--- src/inc/ccsp_consts.vh ---
// constants for the cascaded codec serial port
`ifndef CCSP_CONSTS_VH
`define CCSP_CONSTS_VH

// serial word layout
`define CCSP_WORD_W      16
`define CCSP_BIT_CNT     5'd16
`define CCSP_CTRL_BIT    15
`define CCSP_ADDR_HI     14
`define CCSP_ADDR_LO     12
`define CCSP_WR_BIT      11
`define CCSP_REG_HI      10
`define CCSP_REG_LO      8
`define CCSP_DATA_HI     7
`define CCSP_DATA_LO     0

// control register selects
`define CCSP_REG_CRA     3'h0
`define CCSP_REG_CRB     3'h1
`define CCSP_REG_CRC     3'h2
`define CCSP_REG_CRD     3'h3

// reset values
`define CCSP_CRA_RESET   8'h00
`define CCSP_CRB_RESET   8'h00
`define CCSP_CRC_RESET   8'h00
`define CCSP_CRD_RESET   8'h00

// first control register fields
`define CCSP_CRA_DATA    0
`define CCSP_CRA_MIXED   1
`define CCSP_CRA_CASC_HI 4
`define CCSP_CRA_CASC_LO 2

// second control register fields
`define CCSP_CRB_DIV_HI  7
`define CCSP_CRB_DIV_LO  6
`define CCSP_CRB_SCK_HI  5
`define CCSP_CRB_SCK_LO  4
`define CCSP_CRB_SR_HI   1
`define CCSP_CRB_SR_LO   0

// third control register fields
`define CCSP_CRC_ADC_PWR 0
`define CCSP_CRC_DAC_PWR 1
`define CCSP_CRC_REF_PWR 2

// fourth control register fields
`define CCSP_CRD_ADV_HI  2
`define CCSP_CRD_ADV_LO  0

// timing counts in divided clock cycles
`define CCSP_SAMPLE_BASE 12'h100
`define CCSP_ADV_STEP    12'h010

`endif

--- src/hw/ccsp_top.v ---
// serial port of a two channel cascaded codec
// Summary of operation
// host sends second channel word first
// rate registers update together, no gaps
// cascade length resets to zero
// first register write leaves program mode
// two adc out, two dac in per sample
// dac loads just before frame sync
// dac advance setting moves load earlier
// sixteen bits shift out after frame sync
// full dac word goes to holding register
// both channels raise frame sync together
// foreign words pass on unchanged
// nonzero address decremented and forwarded
// addressed words apply in same cycle
// second register holds clock and rates
// third register holds power controls
// select bit one enters data mode
// data words counted by frame syncs
// count match loads dac holding register
// below count, forward word onward
// counter clears after each dac update
// second channel words travel first
// host preloads word, pairs same register
`timescale 1ns/1ps
`include "ccsp_consts.vh"

module ccsp_top (
  // clock and reset
  input  wire        clock_i,
  input  wire        rst_i,
  // host serial link
  input  wire        serial_data_in_i,
  input  wire        input_frame_sync_i,
  output wire        serial_data_out_o,
  output wire        output_frame_sync_o,
  output wire        sclk_o,
  // converter side, channel 1
  input  wire [15:0] adc_ch1_i,
  output wire [15:0] dac_ch1_o,
  // converter side, channel 2
  input  wire [15:0] adc_ch2_i,
  output wire [15:0] dac_ch2_o,
  // status and power, bit 0 channel 1
  output wire [1:0]  data_mode_o,
  output wire [1:0]  mixed_mode_o,
  output wire [1:0]  adc_pwr_o,
  output wire [1:0]  dac_pwr_o,
  output wire [1:0]  ref_pwr_o,
  output wire [5:0]  casc_len_o,
  output wire [1:0]  divided_master_clock_div_o
);

  // pin synchronisers, three stages each
  reg  [2:0]  sdi_sync;   // serial data in stages
  reg  [2:0]  ifs_sync;   // frame sync in stages
  reg         sdi_val;    // settled serial data in
  reg         ifs_val;    // settled frame sync in

  // shared timing
  wire        tick;       // rising serial clock edge
  wire        sample;     // sampling event on a tick
  wire        dac_load;   // dac converter load strobe
  wire        commit;     // apply staged writes

  // per channel gathered signals
  wire [1:0]  ofs_v;      // output frame syncs
  wire [1:0]  msb_v;      // serial register msbs
  wire [1:0]  pend_v;     // staged write waiting
  wire [1:0]  ch_din;     // serial input per channel
  wire [1:0]  ch_ifs;     // frame sync in per channel
  wire [15:0] crb_flat;   // second registers
  wire [15:0] crd_flat;   // fourth registers
  wire [31:0] adc_flat;   // adc words
  wire [31:0] dac_flat;   // dac words

  // true when a word is a control word, for any channel
  function is_ctrl;
    input [15:0] w;
    begin
      is_ctrl = w[`CCSP_CTRL_BIT];
    end
  endfunction

  // true when a control word addresses this channel
  function is_mine;
    input [15:0] w;
    begin
      is_mine = w[`CCSP_CTRL_BIT] & (w[`CCSP_ADDR_HI:`CCSP_ADDR_LO] == 3'h0);
    end
  endfunction

  // pins pass three flops; change taken when last two agree
  always @(posedge clock_i) begin
    if (rst_i) begin
      sdi_sync <= 3'h0;
      ifs_sync <= 3'h0;
      sdi_val  <= 1'b0;
      ifs_val  <= 1'b0;
    end else begin
      sdi_sync <= {sdi_sync[1:0], serial_data_in_i};
      ifs_sync <= {ifs_sync[1:0], input_frame_sync_i};
      if (sdi_sync[1] == sdi_sync[2]) begin
        sdi_val <= sdi_sync[2];
      end
      if (ifs_sync[1] == ifs_sync[2]) begin
        ifs_val <= ifs_sync[2];
      end
    end
  end

  // clocks follow channel 1 second register, advance from fourth
  ccsp_clkgen u_clkgen (
    .clock_i    (clock_i),
    .rst_i      (rst_i),
    .div_sel_i  (crb_flat[`CCSP_CRB_DIV_HI:`CCSP_CRB_DIV_LO]),
    .sclk_sel_i (crb_flat[`CCSP_CRB_SCK_HI:`CCSP_CRB_SCK_LO]),
    .rate_sel_i (crb_flat[`CCSP_CRB_SR_HI:`CCSP_CRB_SR_LO]),
    .adv_sel_i  (crd_flat[`CCSP_CRD_ADV_HI:`CCSP_CRD_ADV_LO]),
    .sclk_o     (sclk_o),
    .tick_o     (tick),
    .sample_o   (sample),
    .dac_load_o (dac_load)
  );

  // channel 1 faces the host input, channel 2 the host output
  assign ch_din = {msb_v[0], sdi_val};
  assign ch_ifs = {ofs_v[0], ifs_val};
  assign adc_flat = {adc_ch2_i, adc_ch1_i};
  // staged writes of all channels commit on one tick
  assign commit = tick & (|pend_v);

  // cascade output leaves from channel 2
  assign serial_data_out_o   = msb_v[1];
  assign output_frame_sync_o = ofs_v[1];
  assign dac_ch1_o = dac_flat[15:0];
  assign dac_ch2_o = dac_flat[31:16];

  genvar i;
  generate
    for (i = 0; i < 2; i = i + 1) begin : g_ch
      reg  [15:0] sreg;     // serial shift register
      reg         ofs;      // output frame sync
      reg  [4:0]  tx_left;  // bits still to send
      reg  [4:0]  rx_left;  // bits still to receive
      reg  [2:0]  fs_cnt;   // frame syncs counted in data mode
      reg  [7:0]  cra;      // mode and cascade length
      reg  [7:0]  crb;      // clock divider and rates
      reg  [7:0]  crc;      // power controls
      reg  [7:0]  crd;      // dac advance
      reg         pend;     // write staged
      reg  [2:0]  pend_reg; // staged register select
      reg  [7:0]  pend_dat; // staged register data
      reg  [15:0] dac_hold; // dac holding register
      reg  [15:0] dac_out;  // value on the converter
      wire [15:0] word;     // word complete this tick
      wire        dmode;    // data mode
      wire        mmode;    // mixed mode
      wire [2:0]  casc;     // cascade length field

      assign word  = {sreg[14:0], ch_din[i]};
      assign dmode = cra[`CCSP_CRA_DATA];
      assign mmode = cra[`CCSP_CRA_MIXED];
      assign casc  = cra[`CCSP_CRA_CASC_HI:`CCSP_CRA_CASC_LO];

      // gather for the cascade and the ports
      assign ofs_v[i]  = ofs;
      assign msb_v[i]  = sreg[15];
      assign pend_v[i] = pend;
      assign crb_flat[i*8 +: 8] = crb;
      assign crd_flat[i*8 +: 8] = crd;
      assign dac_flat[i*16 +: 16] = dac_out;
      assign data_mode_o[i]  = dmode;
      assign mixed_mode_o[i] = mmode;
      assign adc_pwr_o[i] = crc[`CCSP_CRC_ADC_PWR];
      assign dac_pwr_o[i] = crc[`CCSP_CRC_DAC_PWR];
      assign ref_pwr_o[i] = crc[`CCSP_CRC_REF_PWR];
      assign casc_len_o[i*3 +: 3] = casc;
      assign divided_master_clock_div_o[i] = |crb[`CCSP_CRB_DIV_HI:`CCSP_CRB_DIV_LO];

      // register writes, staged and committed together
      always @(posedge clock_i) begin
        if (rst_i) begin
          cra      <= `CCSP_CRA_RESET;
          crb      <= `CCSP_CRB_RESET;
          crc      <= `CCSP_CRC_RESET;
          crd      <= `CCSP_CRD_RESET;
        end else if (commit && pend) begin
          // every channel holding a write applies it now
          case (pend_reg)
            `CCSP_REG_CRA: begin
              cra <= pend_dat;
            end
            `CCSP_REG_CRB: begin
              crb <= pend_dat;
            end
            `CCSP_REG_CRC: begin
              crc <= pend_dat;
            end
            `CCSP_REG_CRD: begin
              crd <= pend_dat;
            end
            default: begin
              // unused selects are ignored
              cra <= cra;
            end
          endcase
        end
      end

      // dac converter takes the holding register at the strobe
      always @(posedge clock_i) begin
        if (rst_i) begin
          dac_out <= 16'h0000;
        end else if (dac_load) begin
          dac_out <= dac_hold;
        end
      end

      // serial path: shifting, word handling, frame sync
      always @(posedge clock_i) begin
        if (rst_i) begin
          sreg     <= 16'h0000;
          ofs      <= 1'b0;
          tx_left  <= 5'h00;
          rx_left  <= 5'h00;
          fs_cnt   <= 3'h0;
          pend     <= 1'b0;
          pend_reg <= 3'h0;
          pend_dat <= 8'h00;
          dac_hold <= 16'h0000;
        end else begin
          if (commit) begin
            // staged write consumed this tick
            pend <= 1'b0;
          end
          if (tick) begin
            ofs <= 1'b0;
            // frame sync precedes msb by one serial clock
            if (ofs) begin
              tx_left <= `CCSP_BIT_CNT;
            end else if (tx_left != 5'h00) begin
              tx_left <= tx_left - 5'h01;
            end
            if (ch_ifs[i]) begin
              rx_left <= `CCSP_BIT_CNT;
            end else if (rx_left != 5'h00) begin
              rx_left <= rx_left - 5'h01;
            end
            // one register sends and receives at once
            if (tx_left != 5'h00 || rx_left != 5'h00) begin
              sreg <= word;
            end
            // last bit of an incoming word
            if (rx_left == 5'h01) begin
              if ((!dmode || mmode) && is_ctrl(word)) begin
                if (is_mine(word)) begin
                  // hold until the next serial tick, when every staged write commits
                  if (word[`CCSP_WR_BIT]) begin
                    pend     <= 1'b1;
                    pend_reg <= word[`CCSP_REG_HI:`CCSP_REG_LO];
                    pend_dat <= word[`CCSP_DATA_HI:`CCSP_DATA_LO];
                  end
                end else begin
                  // pass on with the address one lower
                  sreg <= {word[15], word[14:12] - 3'h1, word[11:0]};
                  ofs  <= 1'b1;
                end
              end else if (dmode || mmode) begin
                // data words are claimed by frame sync count
                if (fs_cnt == casc) begin
                  dac_hold <= word;
                  fs_cnt   <= 3'h0;
                end else begin
                  fs_cnt <= fs_cnt + 3'h1;
                  ofs    <= 1'b1;
                end
              end else begin
                // not ours in program mode: forward unchanged
                ofs <= 1'b1;
              end
            end
            // sampling event: adc word in, both channels sync
            if (sample) begin
              sreg <= adc_flat[i*16 +: 16];
              ofs  <= 1'b1;
            end
          end
        end
      end
    end
  endgenerate

endmodule

--- src/hw/ccsp_clkgen.v ---
// divided clock, serial clock, sample and dac load strobes
`timescale 1ns/1ps
`include "ccsp_consts.vh"

module ccsp_clkgen (
  // clock and reset
  input  wire       clock_i,
  input  wire       rst_i,
  // rate settings
  input  wire [1:0] div_sel_i,
  input  wire [1:0] sclk_sel_i,
  input  wire [1:0] rate_sel_i,
  input  wire [2:0] adv_sel_i,
  // generated timing
  output reg        sclk_o,
  output wire       tick_o,
  output wire       sample_o,
  output wire       dac_load_o
);

  reg  [1:0]  dm_cnt;    // divided clock prescaler
  reg  [2:0]  half_cnt;  // serial clock half period count
  reg  [11:0] smp_cnt;   // divided clock cycles in sample period
  reg         armed;     // sample waits for next serial tick
  wire        dm_en;     // divided clock enable
  wire [2:0]  half_max;  // last count of a half period
  wire [11:0] smp_max;   // last count of a sample period
  wire [11:0] adv_cyc;   // dac advance in divided cycles

  assign dm_en    = (dm_cnt == div_sel_i);
  assign half_max = (3'h1 << sclk_sel_i) - 3'h1;
  assign smp_max  = (`CCSP_SAMPLE_BASE << rate_sel_i) - 12'h001;
  assign adv_cyc  = {9'h000, adv_sel_i} * `CCSP_ADV_STEP;

  // tick marks the rising serial clock edge
  // same test as the toggle, so a rate change never drops a tick
  assign tick_o     = dm_en & (half_cnt >= half_max) & ~sclk_o;
  assign sample_o   = tick_o & armed;
  // default load just before the sample, earlier by the advance
  assign dac_load_o = dm_en & (smp_cnt == smp_max - adv_cyc);

  // counters run from the master clock
  always @(posedge clock_i) begin
    if (rst_i) begin
      dm_cnt   <= 2'h0;
      half_cnt <= 3'h0;
      smp_cnt  <= 12'h000;
      sclk_o   <= 1'b0;
      armed    <= 1'b0;
    end else begin
      dm_cnt <= dm_en ? 2'h0 : dm_cnt + 2'h1;
      if (dm_en) begin
        // serial clock toggles each half period
        if (half_cnt >= half_max) begin
          half_cnt <= 3'h0;
          sclk_o   <= ~sclk_o;
        end else begin
          half_cnt <= half_cnt + 3'h1;
        end
        // sample period wrap arms the frame
        if (smp_cnt >= smp_max) begin
          smp_cnt <= 12'h000;
        end else begin
          smp_cnt <= smp_cnt + 12'h001;
        end
      end
      if (sample_o) begin
        armed <= 1'b0;
      end
      if (dm_en && smp_cnt >= smp_max) begin
        armed <= 1'b1;
      end
    end
  end

endmodule

--- config.mk ---
export PLATFORM = sky130hd
export DESIGN_NAME = ccsp_top
export DESIGN_NICKNAME = d
export VERILOG_FILES = /design/src/hw/ccsp_top.v /design/src/hw/ccsp_clkgen.v
export VERILOG_INCLUDE_DIRS = /design/src /design/src/inc
export SDC_FILE = /design/constraint.sdc
export NUM_CORES = 1
export LEC_CHECK = 0
export BUFFER_PORTS_ARGS = -buffer_cell sky130_fd_sc_hd__buf_4
export CORE_MARGIN = 3
export CORE_UTILIZATION = 45
export CTS_BUF_LIST = sky130_fd_sc_hd__clkbuf_4 sky130_fd_sc_hd__clkbuf_8 sky130_fd_sc_hd__clkbuf_16
export DETAILED_ROUTE_END_ITERATION = 12
export PLACE_DENSITY_LB_ADDON = 0.2
export SKIP_LAST_GASP = 1
export SLEW_MARGIN = 0
export SYNTH_ARGS = -nofsm -noshare
export SYNTH_HDL_FRONTEND = slang
export SYNTH_HIERARCHICAL = 1
export SYNTH_SLANG_ARGS = --single-unit
--- constraint.sdc ---
create_clock -name clock_i -period 7.5 [get_ports clock_i]
set_clock_uncertainty 0.15 [all_clocks]
set_input_delay 1.5 -clock clock_i [delete_from_list [all_inputs] [get_ports clock_i]]
set_output_delay 1.5 -clock clock_i [all_outputs]
set_load 0.01 [all_outputs]
Word-level counts from Yosys, hierarchy flattened
Index checks and enable logic that the tools add are counted.
{ "word_totals": {"register_bits": 210, "output_inout_bits": 53} }
{ "classes": {"n_addsub": 14, "n_lt_le_gt_ge": 2, "eq_ne": 13, "n_shift": 2, "mux": 48, "bitwise_logic": 10, "reduce_logical": 48} }
{ "op_table": {"columns": ["operator", "n"], "rows": [
  ["$mux W16", 10],
  ["$mux W5", 8],
  ["$mux W1", 26],
  ["$reduce_and A2 Y1", 12],
  ["$reduce_and A5 Y1", 4],
  ["$reduce_bool A5 Y1", 4],
  ["$sub A5 B1 Y5 const B", 4],
  ["$add A12 B1 Y12 const B", 1],
  ["$eq A12 B12 Y1", 1],
  ["$ge A12 B12 Y1", 1],
  ["$logic_not A3 Y1", 4],
  ["$mux W12", 1],
  ["$shl A9 B2 Y12 const A", 1],
  ["$sub A12 B1 Y12 const B", 1],
  ["$sub A12 B7 Y12", 1],
  ["$eq A5 B1 Y1 const B", 2],
  ["$reduce_bool A2 Y1", 5],
  ["$add A3 B1 Y3 const B", 3],
  ["$eq A3 B2 Y1 const B", 3],
  ["$mux W3", 3],
  ["$sub A3 B1 Y3 const B", 3],
  ["$reduce_and A4 Y1", 2],
  ["$reduce_or A2 Y1", 4],
  ["$and A1 B1 Y1", 7],
  ["11 further kinds", 26]
]} }

Depth between registers and ports, before layout
Gate-level depths: netlist (run 1).
{ "logic_depth": {"depth_word": 12, "depth_mapped": 12, "depth_no_buf": 10} }

Hierarchy
The synthesis (run 1) kept the hierarchy.
{ "by_module_without_submodules": {"columns": ["mod", "n_inst", "cells_per_inst", "area_per_inst_um2", "seq_area_each_um2"], "rows": [
  ["ccsp_top", 1, 883, 7998.9, 3643.5],
  ["ccsp_clkgen", 1, 126, 1156.1, 380.4]
]} }

Worst setup path after synthesis (run 1)
No wires, ideal clock.
{ "synth_path": {"path_type": "input -> register", "from": "input rst_i", "to": "register g_ch[0].cra[0]", "setup_ps": 128, "arrival_ps": 2418, "t_required_ps": 7222, "setup_slack_ps": 4804, "path_stages": 4, "cell_sequence": "buf_1 > clkbuf_1 > clkbuf_1 > nor2_1"} }
{ "synth_lines": {"columns": ["item", "line", "source"], "rows": [
  ["from (decl)", "ccsp_top.v:31", "input wire rst_i,"],
  ["to (signal assigned)", "ccsp_top.v:184", "cra <= `CCSP_CRA_RESET;"],
  ["to (signal assigned)", "ccsp_top.v:192", "cra <= pend_dat;"],
  ["to (signal assigned)", "ccsp_top.v:205", "cra <= cra;"],
  ["to (decl)", "ccsp_top.v:147", "reg [7:0] cra;"]
]} }
No word-level cell between the ends.

Worst setup path in the final report (run 1)
{ "layout_path": {"from": "register g_ch[0].crb[5]", "to": "register g_ch[0].rx_left[4]"} }
{ "layout_between": {"elab_chain_cells": 6} }
{ "layout_lines": {"columns": ["item", "line", "source"], "rows": [
  ["from (decl)", "ccsp_top.v:148", "reg [7:0] crb;"],
  ["from (signal assigned)", "ccsp_top.v:185", "crb <= `CCSP_CRB_RESET;"],
  ["from (signal assigned)", "ccsp_top.v:195", "crb <= pend_dat;"],
  ["$shl A1 B2 Y3", "ccsp_clkgen.v:31", "assign half_max = (3'h1 << sclk_sel_i) - 3'h1;"],
  ["$sub A3 B1 Y3", "ccsp_clkgen.v:31", null],
  ["$ge A3 B3 Y1", "ccsp_clkgen.v:37", "assign tick_o = dm_en & (half_cnt >= half_max) & ~sclk_o;"],
  ["$and A1 B1 Y1 (2 in a row)", "ccsp_clkgen.v:37", null],
  ["net tick", "ccsp_top.v:61", "wire tick;"],
  ["$reduce_and A2 Y1 (no source line)", null, null],
  ["to (signal assigned)", "ccsp_top.v:246", "rx_left <= `CCSP_BIT_CNT;"],
  ["to (signal assigned)", "ccsp_top.v:248", "rx_left <= rx_left - 5'h01;"],
  ["to (decl)", "ccsp_top.v:145", "reg [4:0] rx_left;"]
]} }
The timed path passes the listed nets, and every way through them passes these cells.
A chain may end at the register's enable or synchronous reset.

==> run metrics, run 1 <==
per-cell routed wire length 16.6 um; ANT cells 0; Die H 149 um; CTS tree built; Root Buffer clkbuf_16; run status finished clean; most frequent cells in the layout dfxtp_1 (201), nor2_1 (107), buf_4 (91); CP delay by family, top simple AND/OR/NAND/NOR gates; shortest period the worst path allows 3.44 ns; Max Cap Viol 0; CTS Buffer Depth 3; postcts setup bufs 0; Seq cells post-synth 201; share of layout cells above drive strength 1 0.154; H-tree depth 1; gpl congestion 0.787; met3 wire len 997 um; PortBufs 88; Post-synth EDFFs 0; leakage power 4.03 nW; via count 7548; Main synth FF type dfxtp_1; IO Count 89; GRT Util Overall 0.195; Worst-Skew Late Latency 0.50 ns; DRT Wirelength 22100 um; # fillers 1837; Routed met1 length 10700 um; register area share after synthesis 0.440; Post-Route Utilization 0.538; Rel. slew slack 0.240; global route total overflow 0; setup_tns 0 ns; slowest stage delay, CP 0.77 ns; cts repair resizes 0; largest net degree at the start of global routing 140; Initial DRC Count 493; crit end category flip-flop; syn_area_per_cell 9.07 um^2; worst path buffer plus inverter count 3; HP Class reg2reg; core footprint 19700 um^2; Worst-path clk slew 0.06 ns; first-pass GRT wire length 36000 um; Initial Util 0.464; Post-CTS Hold Buffers 0; vias in the first global route 6988; Rows 51; Peak Freq 291 MHz; Required @ worst endpoint 7.70 ns; RSZ-0062 raised after global routing false; critical path arrival 3.64 ns; Mapped Area 9160 um^2; CP Max Fanout 45; cell count after synthesis 1009; die width 149 um; slowest cell on the critical path or4b_2; final hold violation count 0; most common cell after layout, fill and taps aside dfxtp_1; # clock sinks 201; Synth Warn # 6; Vias/cell 5.69; CP cell instances or2_2, ha_1, nor2b_1, o21ai_0, nand2_1, inv_1, buf_4, inv_2, or4b_2, a22oi_1, nor2_1; initial antenna violation count 0; cts bufs inserted 22; DR WL met2 10000 um; Slew @ Worst Pin 1.12 ns; PwrDens 282 nW/um^2; largest registers g_ch.dac_hold: 32 flops, g_ch.sreg: 32 flops; Max Transition Viols Final 0; Post-Syn Nets 1066; synth-to-layout area growth 15.8%; Final Cycle Share 0.459; Crit Path Class reg2reg; DRC 0; CP Launch Type flip-flop; full die area 22100 um^2; First-pass DRT Iterations 5; Async SR Flop Fraction 0; Final #Nets 1104; dpl hpwl 14600 um; maximum VDD drop 0.000160 V; library cells used by synthesis 77; Top Layer Used met4; count of final setup violators 0; Routed Antenna Nets 0
## metal layers
layer	GRT usage	vias to the layer above
met3	0.0280	29
met5	0	-
met1	0.287	3602
met2	0.306	174
met4	0.0439	0
li1	-	3743
## Yosys cell counts, types with 5 or more instances
library cell    n  area share
o21ai_0        54       0.030
nor2_1        108       0.044
and3_1          5      0.0034
nor4_1          7      0.0048
mux2i_1        84       0.092
inv_1          23      0.0094
nand2b_1        7      0.0048
or4b_1          5      0.0055
o221ai_1       25       0.024
nor3_1         33       0.018
a22oi_1        29       0.024
a21oi_1        63       0.034
clkbuf_1       53       0.022
nand2_1        58       0.024
o211a_1         6      0.0066
xnor2_1        21       0.020
buf_2          15      0.0082
ha_1           21       0.029
nand4_1        28       0.019
nand3_1        47       0.026
or2_2           5      0.0034
nor2b_1        11      0.0075
nor4b_1         6      0.0057
dfxtp_1       201        0.44
## path summary, 6_finish.rpt
| path | cells after the start | from | slack (ns) | to |
|---|---|---|---|---|
| worst min-delay path | 1 | sdi_sync[0] | 0.28 | sdi_sync[1] |
| worst max-delay path | 11 | g_ch[0].crb[5] | 4.06 | g_ch[0].rx_left[4] |
| worst max register to register | 11 | g_ch[0].crb[5] | 4.06 | g_ch[0].rx_left[4] |
| worst min register to register | 1 | sdi_sync[0] | 0.28 | sdi_sync[1] |
## logic make-up after synthesis
group | after synthesis | synth area share
AO/OA/AOI/OAI | 220 | 0.159
XOR/XNOR | 26 | 0.0265
adder cells (fa/ha/maj) | 21 | 0.0287
buffers and inverters | 102 | 0.0480
flip-flops | 201 | 0.440
multiplexers | 84 | 0.0918
other | 1 | 0.000410
AND/OR/NAND/NOR | 354 | 0.206
## final cells by class
type / count / area (um^2) / area share
clock buffers: 30 / 654 / 0.0617
clock inverters: 9 / 113 / 0.0106
multi-input cells: 706 / 4700 / 0.443
inverters: 24 / 90.1 / 0.00850
well taps: 265 / 332 / 0.0313
repair buffers: 92 / 694 / 0.0655
flip-flops and latches: 201 / 4020 / 0.380
## power breakdown
group,leakage (nW),switching [mW],total (mW),internal (mW)
registers,1.62,0.0927,1.22,1.13
clock network,0.381,0.437,1.12,0.681
logic,2.02,0.396,0.648,0.252
total,4.03,0.926,2.99,2.06
## worst reg2reg max path, stage by stage (launching register included)
cell and delay, ns:
dfxtp_1 0.33, or2_2 0.28, ha_1 0.27, nor2b_1 0.05, o21ai_0 0.20, nand2_1 0.10
inv_1 0.07, buf_4 0.38, inv_2 0.47, or4b_2 0.78, a22oi_1 0.16, nor2_1 0.05
## metrics by stage
| stage | worst slack [ns] | power, mW | cells | hold slack, ns | instance area [um^2] |
|---|---|---|---|---|---|
| 3_5_place_dp | 4.03 | 1.89 | 1288 | 0.277 | 9840 |
| 3_3_place_gp | 4.04 | 1.89 | 1288 | 0.269 | 9840 |
| 4_1_cts | 4.07 | 3.02 | 1327 | 0.284 | 10600 |
| 5_1_grt | 3.78 | 3.14 | 1327 | 0.290 | 10600 |
| 6_report | 4.06 | 2.99 | 1327 | 0.281 | 10600 |
| 2_1_floorplan | 4.80 | 1.78 | 1009 | 0.264 | 9160 |
No activity file was read; power rests on OpenSTA's default activity.
==> run 2: changes to the inputs <==
Clock period 7.5 ns to 2.9 ns, I/O delays scaled along.
==> run 2 against run 1 <==
Effect of this change: total power rose to 2.6 times the previous value; global-route usage hardly changed; sequential share of layout area shrank 0.62 points; utilization grew 0.89 points; fmax rose by 25%; clock-buffer cell count rose by 3; non-clock buffer count grew 23; die area stayed put; via count rose by 1.1%; hold slack got worse by 0.13 ns; sequential power rose to 2.6 times the previous value; clock power grew 140%.
==> run metrics, run 2 (synthesized netlist as in run 1, its figures left out) <==
Crit Path Class reg2reg; WHS Endpoint sdi_sync[0]; Reg power frac 0.415; die width 149 um; Vias/cell 5.66; first-pass GRT wire length 36100 um; run status finished clean; most common cell after layout, fill and taps aside dfxtp_1; initial antenna violation count 0; slowest stage delay, CP 0.68 ns; DRC 0; via count 7629; most frequent cells in the layout dfxtp_1 (201), buf_4 (108), nor2_1 (107); Initial Util 0.464; share of layout cells above drive strength 1 0.173; ANT cells 0; PortBufs 88; gpl congestion 0.835; cts bufs inserted 22; Final #Nets 1127; leakage power 4.14 nW; GR Util met2 0.296; crit-path most repeated cell inv_2; # fillers 1822; met1 global-route usage 0.291; global route total overflow 0; Required @ worst endpoint 3.12 ns; Hold Path Stages 2; switching share of total power 0.316; Clock power frac 0.352; PwrDens 707 nW/um^2; Worst-Skew Late Latency 0.51 ns; full die area 22100 um^2; critical path arrival 2.96 ns; dpl hpwl 15300 um; vias in the first global route 6839; Crit Reg-Reg Startpoint g_ch[0].crb[4]; maximum VDD drop 0.000472 V; First-pass DRT Iterations 5; postcts setup bufs 0; Rel. slew slack 0.414; shortest period the worst path allows 2.75 ns; crit end category flip-flop; Initial DRC Count 622; Die H 149 um; largest net degree at the start of global routing 77; H-tree depth 1; slowest cell on the critical path or4b_2; per-cell routed wire length 16.6 um; final hold violation count 0; Worst-path clk slew 0.06 ns; CTS Buffer Depth 3; non-filler instance count after layout 1349; CP cell instances or2_2, ha_1, nor2b_1, o21ai_1, nand2_1, inv_2, buf_12, inv_2, or4b_2, a22oi_1, nor2_1; count of final setup violators 0; GR Util met3 0.0289; Max Cap Viol 0; largest registers g_ch.dac_hold: 32 flops, g_ch.sreg: 32 flops; Final Cycle Share 0.947; Routed Antenna Nets 0; worst hold start serial_data_in_i; synth-to-layout area growth 17.7%; Int Power 5.22 mW; Comb pwr share 0.233; # clock sinks 201; HP Class in2reg; DP Cell Count 1311; most used routing layer met2; GRT Util Overall 0.195; setup_tns 0 ns; RSZ-0062 raised after global routing false; CP Max Fanout 23; Max Transition Viols Final 0; r2r endpoint g_ch[0].rx_left[4]; Post-Route Utilization 0.547; IO Count 89; r2r setup slk 0.15 ns; Sw Pwr 2.41 mW; CP Launch Type flip-flop; Peak Freq 364 MHz; core footprint 19700 um^2; CTS tree built; Root Buffer clkbuf_16; R2R cell count 11; Rows 51; DRT Wirelength 22300 um; Slew @ Worst Pin 0.867 ns; total chip power 7.62 mW
run 2: worst max path at each step:
stage              startpoint                 end  slack, ns  cells after the start
6_report       g_ch[0].crb[4]  g_ch[0].rx_left[4]       0.15                     11
5_1_grt        g_ch[0].crb[5]  g_ch[0].rx_left[4]       0.03                     11
4_1_cts        g_ch[0].crb[4]  g_ch[0].rx_left[4]       0.07                     11
3_5_place_dp   g_ch[0].crb[4]  g_ch[0].rx_left[4]        0.1                     11
3_3_place_gp   g_ch[0].crb[4]  g_ch[0].rx_left[4]       0.14                     11
2_1_floorplan  g_ch[0].crb[4]  g_ch[1].tx_left[4]       0.25                     11
run 2: final cells by class:
| type | instances | area [um^2] | area share |
|---|---|---|---|
| inverter | 24 | 90.1 | 0.00836 |
| multi-input combinational | 706 | 4700 | 0.436 |
| timing repair buffer | 115 | 942 | 0.0874 |
| sequential | 201 | 4020 | 0.373 |
| tap | 265 | 332 | 0.0308 |
| clock buffer | 33 | 669 | 0.0621 |
| clock inverter | 5 | 25.0 | 0.00232 |
run 2: timing repair:
action                                  CTS  global route
hold buffers                              0             0
endpoints found under the setup margin    0             9
gates resized for setup                   0             2
run 2: through the flow:
step | cell area, um^2 | setup slack, ns | hold slack (ns)
5_1_grt | 10800 | 0.0302 | 0.144
3_5_place_dp | 10100 | 0.0981 | 0.277
6_report | 10800 | 0.155 | 0.147
4_1_cts | 10800 | 0.0679 | 0.137
2_1_floorplan | 9160 | 0.254 | 0.264
3_3_place_gp | 10100 | 0.136 | 0.279
run 2: layer usage:
metal  share of wire  up-vias
met4           0.022        0
met5               0        -
met1            0.48     3622
met2            0.45      189
li1                -     3784
met3           0.050       34
run 2: critical path, delay by kind of cell (launching register included):
kind                     cells  cell delay, ns
flip-flops                   1            0.32
AO/OA/AOI/OAI                2            0.31
buffers and inverters        3            0.38
AND/OR/NAND/NOR              5            1.18
adder cells (fa/ha/maj)      1            0.27
run 2: power groups by stage:
stage | Clock [mW] | Combinational, mW | Sequential [mW]
6_report | 2.68 | 1.78 | 3.16
5_1_grt | 2.84 | 1.96 | 3.20
4_1_cts | 2.74 | 1.76 | 3.16
3_5_place_dp | 0 | 1.75 | 3.22
3_3_place_gp | 0 | 1.74 | 3.22
2_1_floorplan | 0 | 1.48 | 3.12
==> run 3: changes to the inputs <==
Settings changed: PLACE_DENSITY from default to 0.76, PLACE_DENSITY_LB_ADDON 0.2 to default, REMOVE_ABC_BUFFERS from default to 1, SLEW_MARGIN 0 to 5.
==> run 3 against run 2 <==
Effect of this change: critical path depth shrank 1; utilization shrank 0.18 points; design area shrank 0.32%; register-to-register slack gained 0.07 ns; sequential share of layout area grew 0.12 points; first-iteration DRC count shrank 26%; die area is the same; total power shrank 1.4%; sequential power is essentially flat; clock-buffer cell count is the same; fmax grew 2.6%; critical path type unchanged; critical endpoint is now g_ch[1].tx_left[4].
==> run metrics, run 3 (synthesized netlist as in run 1, its figures left out) <==
most frequent cells in the layout dfxtp_1 (201), buf_4 (116), nor2_1 (107); Final Hold Slack 0.160 ns; shortest period the worst path allows 2.68 ns; Worst-path clk slew 0.06 ns; Post-Layout Inst Area 10700 um^2; HP Class in2reg; PortBufs 88; die width 149 um; count of final setup violators 0; Storage cell area 4020 um^2; r2r setup slk 0.22 ns; per-cell routed wire length 16.2 um; RSZ-0062 raised after global routing false; CTS tree built; run status finished clean; WHS Endpoint sdi_sync[0]; first-pass GRT wire length 36500 um; largest registers g_ch.dac_hold: 32 flops, g_ch.sreg: 32 flops; Root Buffer clkbuf_16; DP Area 10100 um^2; full die area 22100 um^2; ANT cells 0; maximum VDD drop 0.000425 V; Worst-Skew Late Latency 0.49 ns; First-pass DRT Iterations 5; Hold Path Stages 2; largest net degree at the start of global routing 105; Routed Antenna Nets 0; area of the multi-input gates 4700 um^2; share of layout cells above drive strength 1 0.175; global route total overflow 0; Vias/cell 5.70; Crit Reg-Reg Startpoint g_ch[0].crb[5]; Final Cycle Share 0.923; DRC 0; CP Max Fanout 8; gpl congestion 0.859; worst hold start serial_data_in_i; Post-CTS Hold Buffers 0; IO Count 89; GRT Util Overall 0.194; synth-to-layout area growth 17.3%; R2R cell count 10; CP Launch Type flip-flop; Crit Path Class reg2reg; Max Cap Viol 0; crit end category flip-flop; Initial DRC Count 463; Final #Nets 1131; dpl hpwl 14700 um; Max Transition Viols Final 0; cts bufs inserted 21; DRT Wirelength 21900 um; CTS Buffer Depth 3; # fillers 1796; core footprint 19700 um^2; # clock sinks 201; via count 7707; Initial Util 0.464; Peak Freq 374 MHz; Slew @ Worst Pin 0.678 ns; Rows 51; leakage power 4.12 nW; final hold violation count 0; Rel. slew slack 0.548; H-tree depth 1; Required @ worst endpoint 3.10 ns; initial antenna violation count 0; vias in the first global route 7340; Die H 149 um; PwrDens 700 nW/um^2; r2r endpoint g_ch[1].tx_left[4]; most common cell after layout, fill and taps aside dfxtp_1; critical path arrival 2.88 ns
==> run 3: worst max path at each step <==
stage,startpoint,to,slack [ns],depth (start not counted)
after global routing,g_ch[0].crb[4],g_ch[1].tx_left[4],0.09,10
after floorplan,g_ch[0].crb[4],g_ch[0].sreg[14],-1.13,10
final,g_ch[0].crb[5],g_ch[1].tx_left[4],0.22,10
after global placement,g_ch[0].crb[4],g_ch[0].rx_left[4],0.18,10
after CTS,g_ch[0].crb[4],g_ch[1].tx_left[4],0.12,10
after detailed placement,g_ch[0].crb[4],g_ch[1].tx_left[4],0.14,10
==> run 3: final cells by class <==
| class | instances | area share |
|---|---|---|
| Inverter | 24 | 0.00839 |
| Clock inverter | 2 | 0.00116 |
| Sequential cell | 201 | 0.375 |
| Tap cell | 265 | 0.0309 |
| Clock buffer | 33 | 0.0596 |
| Multi-Input combinational cell | 706 | 0.438 |
| Timing Repair Buffer | 120 | 0.0877 |
==> run 3: layer usage <==
layer | track usage | wire, um | up-vias | share of wire
met2 | 0.323 | 10100 | 223 | 0.46
met4 | 0.0508 | 505 | 0 | 0.023
li1 | - | - | 3773 | -
met1 | 0.258 | 9740 | 3665 | 0.44
met3 | 0.0414 | 1580 | 46 | 0.072
met5 | 0 | 0 | - | 0
==> run 3: stage by stage <==
| stage | setup TNS (ns) | worst slack, ns | power (mW) | utilization | instances |
|---|---|---|---|---|---|
| 4_1_cts | 0 | 0.124 | 7.57 | 0.545 | 1351 |
| 6_report | 0 | 0.224 | 7.52 | 0.545 | 1351 |
| 2_1_floorplan | -30.54 | -1.13 | 4.42 | - | 931 |
| 3_3_place_gp | 0 | 0.178 | 4.96 | 0.511 | 1316 |
| 5_1_grt | 0 | 0.0902 | 7.89 | 0.545 | 1351 |
| 3_5_place_dp | 0 | 0.140 | 5.01 | 0.511 | 1316 |
==> run 3: worst max-delay path: stages, from the launching register on <==
cell	delay, ns
dfxtp_1	0.33
or2_2	0.28
ha_1	0.27
nor2b_1	0.05
o21ai_0	0.21
nand2_1	0.11
inv_2	0.17
inv_2	0.11
or4b_2	0.67
a22oi_1	0.15
nor2_1	0.06
==> run 3: repair_timing <==
| item | in CTS | in global routing |
|---|---|---|
| setup buffers | 0 | 0 |
| endpoints found under the setup margin | 0 | 18 |
| gates resized for setup | 0 | 2 |
==> run 3: where the power goes <==
part / switching [mW] / total, mW / internal [mW] / leakage (nW)
Sequential: 0.241 / 3.16 / 2.92 / 1.62
Combinational: 1.08 / 1.80 / 0.723 / 2.17
Clock: 1.05 / 2.56 / 1.51 / 0.328
